## src/logic/prsp_pkg.sv

```systemverilog
// constants shared by both ends of the packet receive port
package prsp_pkg;
  // ------------------------------------------------------------
  // stream geometry
  // ------------------------------------------------------------
  localparam int DATA_W_DEF = 64;
  localparam int FIFO_DEPTH_DEF = 16;
  localparam int BAR_W = 8;
  localparam int READY_LATENCY = 2;
  // ------------------------------------------------------------
  // bar hit bit positions, endpoint operation
  // ------------------------------------------------------------
  localparam int BAR_EXP_ROM_BIT = 6;
  localparam int BAR_RSVD_BIT = 7;
  // ------------------------------------------------------------
  // bar hit bit positions, root port operation
  // ------------------------------------------------------------
  localparam int RP_PRIMARY_BUS_BIT = 2;
  localparam int RP_SECONDARY_BUS_BIT = 3;
  localparam int RP_BUS_WINDOW_BIT = 4;
  localparam int RP_IO_WINDOW_BIT = 5;
  localparam int RP_NONPREF_WINDOW_BIT = 6;
  localparam int RP_PREF_WINDOW_BIT = 7;
  // ------------------------------------------------------------
  // non-posted requests still delivered after hold rises
  // ------------------------------------------------------------
  localparam int NP_AFTER_HOLD_64 = 14;
  localparam int NP_AFTER_HOLD_128 = 26;
  // ------------------------------------------------------------
  // per-byte secded code: overall parity at bit 0, hamming 1..12
  // ------------------------------------------------------------
  localparam int ECC_CW_W = 13;
  localparam int ECC_SYN_W = 4;
  // ------------------------------------------------------------
  // application side free-slot margin for ready
  // ------------------------------------------------------------
  localparam int APP_RDY_MARGIN = READY_LATENCY + 2;
endpackage

```

## src/logic/prsp_if.sv

```systemverilog
// stream interface between the receive core and the application
`timescale 1ns/100ps
interface prsp_if #(
  parameter int DW = prsp_pkg::DATA_W_DEF
) (
  input wire logic clk_sys,
  input wire logic rst
);
  logic recvValid;
  logic [DW-1:0] recvData;
  logic recvPktStart;
  logic recvPktEnd;
  logic recvEccError;
  logic recvUpperHalfEmpty;
  logic [prsp_pkg::BAR_W-1:0] recvBarHit;
  logic recvReady;
  logic recvNonpostedHold;

  modport core (
    input clk_sys,
    input rst,
    output recvValid,
    output recvData,
    output recvPktStart,
    output recvPktEnd,
    output recvEccError,
    output recvUpperHalfEmpty,
    output recvBarHit,
    input recvReady,
    input recvNonpostedHold
  );

  modport app (
    input clk_sys,
    input rst,
    input recvValid,
    input recvData,
    input recvPktStart,
    input recvPktEnd,
    input recvEccError,
    input recvUpperHalfEmpty,
    input recvBarHit,
    output recvReady,
    output recvNonpostedHold
  );
endinterface

```

## src/logic/prsp_core_end.sv

```systemverilog
// receive core end: ecc protected buffer and stream sender
`timescale 1ns/100ps

// ------------------------------------------------------------
// flop based fifo with valid and ready on both sides
// ------------------------------------------------------------
module prsp_fifo #(
  parameter int W = 8,
  parameter int DEPTH = prsp_pkg::FIFO_DEPTH_DEF
) (
  input wire logic clk_sys,
  input wire logic rst,
  input wire logic inValid,
  output logic inReady,
  input wire logic [W-1:0] inData,
  output logic outValid,
  input wire logic outReady,
  output logic [W-1:0] outData,
  output logic [$clog2(DEPTH):0] fillCount
);
  import prsp_pkg::*;
  localparam int AW = $clog2(DEPTH);
  logic [W-1:0] mem_ff [DEPTH];
  logic [AW-1:0] wrIdx_ff;
  logic [AW-1:0] rdIdx_ff;
  logic [AW:0] cnt_ff;
  logic notFull_ff;
  wire push = inValid && inReady;
  wire pop = outValid && outReady;
  wire [AW:0] nxt_cnt = cnt_ff + (AW+1)'(push) - (AW+1)'(pop);

  // registered so the source sees ready straight from a flop
  assign inReady = notFull_ff;
  assign outValid = (cnt_ff != '0);
  assign outData = mem_ff[rdIdx_ff];
  assign fillCount = cnt_ff;

  // wrap by compare so a non power of two depth still works
  wire [AW-1:0] nxt_wrIdx = (wrIdx_ff == AW'(DEPTH - 1)) ? '0 : wrIdx_ff + AW'(1);
  wire [AW-1:0] nxt_rdIdx = (rdIdx_ff == AW'(DEPTH - 1)) ? '0 : rdIdx_ff + AW'(1);

  always_ff @(posedge clk_sys) begin
    if (push) begin
      mem_ff[wrIdx_ff] <= inData;
    end
  end

  always_ff @(posedge clk_sys or posedge rst) begin
    if (rst) begin
      wrIdx_ff <= '0;
      rdIdx_ff <= '0;
      cnt_ff <= '0;
      notFull_ff <= 1'b1;
    end else begin
      if (push) wrIdx_ff <= nxt_wrIdx;
      if (pop) rdIdx_ff <= nxt_rdIdx;
      cnt_ff <= nxt_cnt;
      notFull_ff <= (nxt_cnt != (AW+1)'(DEPTH));
    end
  end
endmodule

// ------------------------------------------------------------
// core end of the receive stream
// ------------------------------------------------------------
module prsp_core_end #(
  parameter int DW = prsp_pkg::DATA_W_DEF,
  parameter int DEPTH = prsp_pkg::FIFO_DEPTH_DEF
) (
  prsp_if.core port,
  input wire logic srcValid,
  output logic srcReady,
  input wire logic [DW-1:0] srcData,
  input wire logic srcPktStart,
  input wire logic srcPktEnd,
  input wire logic [prsp_pkg::BAR_W-1:0] srcBarHit,
  input wire logic srcNonPosted,
  input wire logic srcUpperHalfEmpty,
  input wire logic eccEnable,
  input wire logic injSingleFlip,
  input wire logic injDoubleFlip
);
  import prsp_pkg::*;
  localparam int NB = DW / 8;
  localparam int CW = NB * ECC_CW_W;
  localparam int SW = CW + BAR_W + 4;

  typedef enum logic [2:0] {
    ST_IDLE = 3'h1,
    ST_BODY = 3'h2,
    ST_DROP = 3'h4
  } prsp_core_st_t;

  // ------------------------------------------------------------
  // secded helpers
  // ------------------------------------------------------------
  function automatic logic [ECC_CW_W-1:0] eccEncode(input logic [7:0] d);
    logic [ECC_CW_W-1:0] cw;
    int k;
    cw = '0;
    k = 0;
    for (int i = 1; i < ECC_CW_W; i++) begin
      if ((i & (i - 1)) != 0) begin
        cw[i] = d[k];
        k++;
      end
    end
    for (int p = 1; p < ECC_CW_W; p = p * 2) begin
      for (int i = 1; i < ECC_CW_W; i++) begin
        if ((i & p) != 0 && i != p) cw[p] = cw[p] ^ cw[i];
      end
    end
    cw[0] = ^cw[ECC_CW_W-1:1];
    return cw;
  endfunction

  function automatic logic [ECC_SYN_W-1:0] eccSyndrome(input logic [ECC_CW_W-1:0] cw);
    logic [ECC_SYN_W-1:0] s;
    s = '0;
    for (int i = 1; i < ECC_CW_W; i++) begin
      if (cw[i]) s = s ^ ECC_SYN_W'(i);
    end
    return s;
  endfunction

  function automatic logic [7:0] eccData(input logic [ECC_CW_W-1:0] cw);
    logic [7:0] d;
    int k;
    d = '0;
    k = 0;
    for (int i = 1; i < ECC_CW_W; i++) begin
      if ((i & (i - 1)) != 0) begin
        d[k] = cw[i];
        k++;
      end
    end
    return d;
  endfunction

  // ------------------------------------------------------------
  // write side: encode each byte, optional fault injection
  // ------------------------------------------------------------
  logic [CW-1:0] wrCode;
  logic [CW-1:0] headCode;
  logic [DW-1:0] headData;
  logic [NB-1:0] byteDouble;

  genvar b;
  generate
    for (b = 0; b < NB; b++) begin : g_byte
      wire [ECC_CW_W-1:0] rawCw = headCode[b*ECC_CW_W +: ECC_CW_W];
      wire [ECC_SYN_W-1:0] syn = eccSyndrome(rawCw);
      wire parityBad = ^rawCw;
      wire fixSingle = parityBad && (syn != '0);
      wire [ECC_CW_W-1:0] fixedCw = fixSingle ? rawCw ^ (ECC_CW_W'(1) << syn) : rawCw;
      assign wrCode[b*ECC_CW_W +: ECC_CW_W] = eccEncode(srcData[b*8 +: 8]);
      assign headData[b*8 +: 8] = eccEnable ? eccData(fixedCw) : eccData(rawCw);
      assign byteDouble[b] = !parityBad && (syn != '0);
    end
  endgenerate

  // single flip hits bit 3, double flip bits 3 and 5 of byte 0, to exercise the decoder
  localparam logic [ECC_CW_W-1:0] INJ_ONE = 13'h0008;
  localparam logic [ECC_CW_W-1:0] INJ_TWO = 13'h0028;
  wire [ECC_CW_W-1:0] injMask = injDoubleFlip ? INJ_TWO : (injSingleFlip ? INJ_ONE : '0);
  wire [CW-1:0] wrCodeInj = wrCode ^ CW'(injMask);
  wire [SW-1:0] wrWord = {srcNonPosted, srcUpperHalfEmpty, srcBarHit, srcPktEnd, srcPktStart,
    wrCodeInj};

  // ------------------------------------------------------------
  // buffer
  // ------------------------------------------------------------
  logic headValid;
  logic popNow;
  logic [SW-1:0] headWord;

  prsp_fifo #(.W(SW), .DEPTH(DEPTH)) u_buf (
    .clk_sys(port.clk_sys),
    .rst(port.rst),
    .inValid(srcValid),
    .inReady(srcReady),
    .inData(wrWord),
    .outValid(headValid),
    .outReady(popNow),
    .outData(headWord),
    .fillCount()
  );

  assign headCode = headWord[CW-1:0];
  wire headSop = headWord[CW];
  wire headEop = headWord[CW+1];
  wire [BAR_W-1:0] headBar = headWord[CW+2 +: BAR_W];
  wire headEmpty = headWord[CW+2+BAR_W];
  wire headNp = headWord[CW+3+BAR_W];

  // ------------------------------------------------------------
  // send decision
  // ------------------------------------------------------------
  prsp_core_st_t state_ff;
  logic rdyD1_ff;
  logic valid_ff;
  logic [DW-1:0] data_ff;
  logic sop_ff;
  logic eop_ff;
  logic err_ff;
  logic empty_ff;
  logic [BAR_W-1:0] bar_ff;

  wire dblErr = eccEnable && (|byteDouble);
  // posted traffic queued behind a held request waits too; no reordering here
  wire npBlock = (state_ff == ST_IDLE) && headSop && headNp && port.recvNonpostedHold;
  // ready seen one cycle back permits this cycle's send; valid follows a cycle later
  // one idle cycle after an error word keeps every cut visible
  wire canSend = rdyD1_ff && headValid && (state_ff != ST_DROP) && !npBlock && !err_ff;
  assign popNow = canSend || ((state_ff == ST_DROP) && headValid);
  wire cutShort = dblErr && !headEop;

  prsp_core_st_t nxt_state;
  always_comb begin
    nxt_state = state_ff;
    case (state_ff)
      ST_IDLE: begin
        if (canSend) nxt_state = (headEop || dblErr) ? (cutShort ? ST_DROP : ST_IDLE) : ST_BODY;
      end
      ST_BODY: begin
        if (canSend && (headEop || dblErr)) nxt_state = cutShort ? ST_DROP : ST_IDLE;
      end
      ST_DROP: begin
        if (headValid && headEop) nxt_state = ST_IDLE;
      end
      default: nxt_state = ST_IDLE;
    endcase
  end

  wire nxt_valid = canSend;
  wire nxt_sop = canSend && headSop;
  wire nxt_eop = canSend && (headEop || dblErr);
  wire nxt_err = canSend && dblErr;
  wire [BAR_W-1:0] nxt_bar = nxt_sop ? headBar : '0;
  wire nxt_empty = (DW > 64) && canSend && headEmpty;

  always_ff @(posedge port.clk_sys or posedge port.rst) begin
    if (port.rst) begin
      state_ff <= ST_IDLE;
      rdyD1_ff <= 1'b0;
      valid_ff <= 1'b0;
      sop_ff <= 1'b0;
      eop_ff <= 1'b0;
      err_ff <= 1'b0;
      empty_ff <= 1'b0;
      bar_ff <= '0;
    end else begin
      state_ff <= nxt_state;
      rdyD1_ff <= port.recvReady;
      valid_ff <= nxt_valid;
      sop_ff <= nxt_sop;
      eop_ff <= nxt_eop;
      err_ff <= nxt_err;
      empty_ff <= nxt_empty;
      bar_ff <= nxt_bar;
    end
  end

  always_ff @(posedge port.clk_sys or posedge port.rst) begin
    if (port.rst) begin
      data_ff <= '0;
    end else if (canSend) begin
      data_ff <= headData;
    end
  end

  // ------------------------------------------------------------
  // stream outputs
  // ------------------------------------------------------------
  // bar bits pass as decoded upstream; bit 7 reserved on endpoints
  assign port.recvValid = valid_ff;
  assign port.recvData = data_ff;
  assign port.recvPktStart = sop_ff;
  assign port.recvPktEnd = eop_ff;
  assign port.recvEccError = err_ff;
  assign port.recvUpperHalfEmpty = empty_ff;
  assign port.recvBarHit = bar_ff;
endmodule

```

## src/flat_wrapper.sv

```systemverilog
// flat-port wrapper written by rule: the top's interface ports become plain ports
module prsp_core_end_flat import prsp_pkg::*;
#(
  parameter int DW = prsp_pkg::DATA_W_DEF,
  parameter int DEPTH = prsp_pkg::FIFO_DEPTH_DEF
)
  (srcValid, srcReady, srcData, srcPktStart, srcPktEnd, srcBarHit, srcNonPosted, srcUpperHalfEmpty, eccEnable, injSingleFlip, injDoubleFlip, clk_sys, rst, port_recvValid, port_recvData, port_recvPktStart, port_recvPktEnd, port_recvEccError, port_recvUpperHalfEmpty, port_recvBarHit, port_recvReady, port_recvNonpostedHold);
  prsp_if #(.DW(DW)) port_i (.clk_sys(clk_sys), .rst(rst));
  input wire logic srcValid;
  output logic srcReady;
  input wire logic [DW-1:0] srcData;
  input wire logic srcPktStart;
  input wire logic srcPktEnd;
  input wire logic [prsp_pkg::BAR_W-1:0] srcBarHit;
  input wire logic srcNonPosted;
  input wire logic srcUpperHalfEmpty;
  input wire logic eccEnable;
  input wire logic injSingleFlip;
  input wire logic injDoubleFlip;
  input wire logic clk_sys;
  input wire logic rst;
  output wire logic [$bits(port_i.recvValid)-1:0] port_recvValid;
  output wire logic [$bits(port_i.recvData)-1:0] port_recvData;
  output wire logic [$bits(port_i.recvPktStart)-1:0] port_recvPktStart;
  output wire logic [$bits(port_i.recvPktEnd)-1:0] port_recvPktEnd;
  output wire logic [$bits(port_i.recvEccError)-1:0] port_recvEccError;
  output wire logic [$bits(port_i.recvUpperHalfEmpty)-1:0] port_recvUpperHalfEmpty;
  output wire logic [$bits(port_i.recvBarHit)-1:0] port_recvBarHit;
  input wire logic [$bits(port_i.recvReady)-1:0] port_recvReady;
  input wire logic [$bits(port_i.recvNonpostedHold)-1:0] port_recvNonpostedHold;
  assign port_recvValid = port_i.recvValid;
  assign port_recvData = port_i.recvData;
  assign port_recvPktStart = port_i.recvPktStart;
  assign port_recvPktEnd = port_i.recvPktEnd;
  assign port_recvEccError = port_i.recvEccError;
  assign port_recvUpperHalfEmpty = port_i.recvUpperHalfEmpty;
  assign port_recvBarHit = port_i.recvBarHit;
  assign port_i.recvReady = port_recvReady;
  assign port_i.recvNonpostedHold = port_recvNonpostedHold;
  prsp_core_end #(.DW(DW), .DEPTH(DEPTH)) u_core (.port(port_i), .srcValid(srcValid), .srcReady(srcReady), .srcData(srcData), .srcPktStart(srcPktStart), .srcPktEnd(srcPktEnd), .srcBarHit(srcBarHit), .srcNonPosted(srcNonPosted), .srcUpperHalfEmpty(srcUpperHalfEmpty), .eccEnable(eccEnable), .injSingleFlip(injSingleFlip), .injDoubleFlip(injDoubleFlip));
endmodule
```

## config.mk

```make
export PLATFORM = sky130hd
export DESIGN_NAME = prsp_core_end_flat
export DESIGN_NICKNAME = d
export VERILOG_FILES = /design/src/logic/prsp_pkg.sv /design/src/logic/prsp_if.sv /design/src/logic/prsp_core_end.sv /design/src/flat_wrapper.sv
export SDC_FILE = /design/constraint.sdc
export NUM_CORES = 2
export LEC_CHECK = 0
export ABC_CLOCK_PERIOD_IN_PS = 8700
export BUFFER_PORTS_ARGS = -buffer_cell sky130_fd_sc_hd__buf_4
export CAP_MARGIN = 20
export CELL_PAD_IN_SITES_DETAIL_PLACEMENT = 1
export CELL_PAD_IN_SITES_GLOBAL_PLACEMENT = 2
export CORE_MARGIN = 5
export CORE_UTILIZATION = 23
export DETAILED_ROUTE_END_ITERATION = 16
export PLACE_DENSITY = 0.46
export SETUP_SLACK_MARGIN = 0.3
export SYNTH_ARGS = -nofsm -noshare
export SYNTH_HDL_FRONTEND = slang
export SYNTH_SLANG_ARGS = --single-unit
```

## constraint.sdc

```tcl
create_clock -name clk_sys -period 8.7 [get_ports clk_sys]
set_input_delay 0.435 -clock clk_sys [delete_from_list [all_inputs] [get_ports clk_sys]]
set_output_delay 0.435 -clock clk_sys [all_outputs]
set_load 0.1 [all_outputs]
```

==> flow_summary_export.csv <==
group,metric,value,unit
sta,setup_viol,0,
worst_setup_path,critical_path_class,"flop to flop",
sta,final.period_utilization,72.7,%
sta,setup_tns,0,ns
yosys,synth-seq-cells,1934,
drt,ant_nets,0,
placement,place_congestion,0.711,
global_routing,grt_max_degree,95,
yosys,synth_edf_count,1840,
clock_network,cts_htree_levels,4,
die,die_area,0.355,mm²
layout,layout.nets,4363,
worst_setup_path,path_max_fanout,65,
placement,place_worst_setup_slack,2.27,ns
clock_network,cts_sinks,1934,
die,row_count,215,
sta,finalClockSkew,0.0848,ns
yosys,syn_area_per_cell,20.6,µm²
worst_setup_path,worstPathArrival,7.14,ns
layout,layout-drive-gt1-share,24.8,%
sta,max_freq,0.158,GHz
global_routing,grt_pass1_wl,340,mm
status,status,"complete, no violations",
yosys,yosysTopAreaCell,"edfxtp_1",
sta,hold_viol_final,0,
yosys,synth.area.top_cells,"edfxtp_1 70%, mux4_2 12%, xnor2_1 3.2%, dfrtp_1 2.9%, mux2i_1 2.1%",
global_routing,overflow,0,
yosys,yosysWarnings,0,
drt,drc_errors,0,
drt,avgRoutedWirePerCell,27.2,µm
layout,syn2layout_area_growth,18.3,%
yosys,syn-cell-area,0.0790,mm²
worst_setup_path,cp-end-kind,"flop",
yosys,ys.flop_type,"edfxtp_1",
yosys,synth-seq-area-share,72.9,%
sta,tightest_slew,1.18,ns
die,ios,162,
sta,max_slew_margin,21.1,%
drt,num_vias,38700,
drt,routed_via_density,4.30,
placement,port_buffers,159,
clock_network,clock_path_buffers,4,
clock_network,tritoncts,"built",
run,timing.max_cap.violations,0,
clock_network,cts_buffers,223,
yosys,postSynthCellCount,3845,
global_routing,antenna_found_initial,35,
yosys,synth.top_cell.area_share,69.9,%
sta,slew_violations,0,
worst_setup_path,worst_setup_path_start_kind,"flop",
sta,finalCriticalPeriod,6.33,ns
die,die_h,596,µm
placement,hpwl,139,mm
clock_network,clk_pin_slew_worst_paths,0.06,ns
clock_network,clk_latency,0.88,ns
die,fp.dieW,596,µm
yosys,synth_nets,3941,
clock_network,cts_root_buffer,"clkbuf_16",
drt,routed_wirelength,245,mm
sta,rsz0062_at_grt,"no",
sta,setup_ws,2.37,ns
global_routing,track_usage,13.5,%
yosys,ys_types,89,
global_routing,grt_pass1_vias,42000,
worst_setup_path,crit_required,9.51,ns
worst_hold_path,hold_path.class,"input pin to flop",
drt,drtIter0Drc,2773,
die,core,0.343,mm²
yosys,async_flop_share,4.86,%
die,start_util,23.1,%
drt,first_pass_iters,5,
cell usage after synthesis (4+ instances only):
cell / number
and3_1: 18
nand2_1: 110
a211oi_1: 8
mux4_2: 434
nor3b_1: 4
dfrtp_1: 92
o31ai_1: 5
xor2_1: 119
mux4_1: 25
o21ai_0: 12
and2_1: 26
buf_2: 49
a22o_1: 6
mux2_2: 26
nor2_1: 136
nor2b_1: 12
a221oi_1: 6
or3_1: 5
inv_1: 20
xnor2_1: 286
xnor3_1: 11
buf_1: 6
a21oi_1: 78
buf_12: 12
buf_8: 9
o2111ai_1: 4
buf_4: 37
nand3_1: 14
xnor2_2: 7
nand4_1: 4
ha_1: 11
nand3b_1: 6
o22ai_1: 10
edfxtp_1: 1840
nor3_1: 20
a22oi_1: 76
buf_6: 22
nand2b_1: 8
mux2i_1: 167
clkbuf_1: 32
state kept, by name, summed over array words and instances, names as in the netlist:
register                  count
u_core.u_buf.inReady          1
u_core.u_buf.fillCount        5
u_core.state_ff               3
u_core.port.recvData         64
u_core.port.recvBarHit        8
u_core.port.recvValid         1
u_core.rdyD1_ff               1
u_core.port.recvEccError      1
u_core.u_buf.rdIdx_ff         4
u_core.port.recvPktStart      1
u_core.port.recvPktEnd        1
u_core.u_buf.wrIdx_ff         4
u_core.u_buf.mem_ff        1840
area by class of cell:
| class | instances | area, µm² |
|---|---|---|
| Clock inverter | 101 | 778 |
| Inverter | 22 | 87.6 |
| Antenna cell | 8 | 20.0 |
| Timing Repair Buffer | 366 | 3170 |
| Clock buffer | 293 | 5940 |
| Tap cell | 4557 | 5700 |
| Fill cell | 35300 | 249000 |
| Sequential cell | 1934 | 57600 |
| Multi-Input combinational cell | 1720 | 20100 |
critical path, stage by stage, from the launching register on:
cell	delay [ns]
dfrtp_4	0.85
buf_12	0.51
mux4_2	0.58
a22oi_1	0.21
nand2_1	0.19
xor2_1	0.28
xor2_1	0.33
xnor3_1	0.67
a32o_1	0.37
a2111oi_2	0.71
o2111ai_1	0.50
or3_4	0.58
and3_4	0.21
nor3_2	0.13
logic make-up (layout without fill, tap and decap cells):
kind of cell / after synthesis / count (layout) / synth area share [%]
AND/OR/NAND/NOR: 391 / 391 / 2.35
flip-flops: 1934 / 1934 / 72.9
AO/OA/AOI/OAI: 235 / 235 / 2.02
XOR/XNOR: 426 / 426 / 5.03
multiplexers: 655 / 655 / 15.7
other: 1 / 9 / 0.00474
adder cells (fa/ha/maj): 12 / 12 / 0.199
buffers and inverters: 191 / 782 / 1.75
final timing paths:
kind	depth (start not counted)	startpoint	slack [ns]	end
max	13	u_core.u_buf.rdIdx_ff[0]	2.37	u_core.state_ff[1]
min	3	srcData[1]	0.1	u_core.u_buf.mem_ff[14][4]
max reg2reg	13	u_core.u_buf.rdIdx_ff[0]	2.37	u_core.state_ff[1]
min reg2reg	1	u_core.state_ff[2]	0.49	u_core.state_ff[1]
max in group asynchronous	4	rst	7.08	u_core.port.recvData[50]
min in group asynchronous	3	rst	0.22	u_core.port.recvBarHit[3]
placed cells by master (no fill, tap or decap), types with 63 or more instances in the layout:
cell	netlist	routed
edfxtp_1	1840	1840
mux4_2	434	434
xnor2_1	286	285
buf_4	37	269
clkbuf_16	0	225
mux2i_1	167	167
nor2_1	136	134
xor2_1	119	118
nand2_1	110	110
dfrtp_1	92	88
dlygate4sd3_1	0	79
a21oi_1	78	78
a22oi_1	76	76
clkbuf_1	32	63
metrics by stage:
step	std cells	hold slack (ns)	util, %	cell area, µm²
2_1_floorplan	3845	0.466	-	79000
3_3_place_gp	8493	0.497	25.0	85700
3_5_place_dp	8501	0.492	25.0	85800
4_1_cts	8972	0.0910	27.2	93300
5_1_grt	8995	0.0564	27.3	93400
6_report	9001	0.0953	27.3	93500
layer usage:
layer	global-route usage (%)	wire length (µm)
met1	19.1	115000
met2	21.6	114000
met3	2.16	10600
met4	2.94	5180
met5	0	47
repair_timing:
action	4_1_cts	5_1_grt
hold buffers	77	2
setup buffers	0	0
resized for setup	0	0
hold endpoints to repair	1241	2
Power is left out: the tool's default activity adds up to more than one toggle a clock period on the data nets, which glitch-free logic cannot reach.
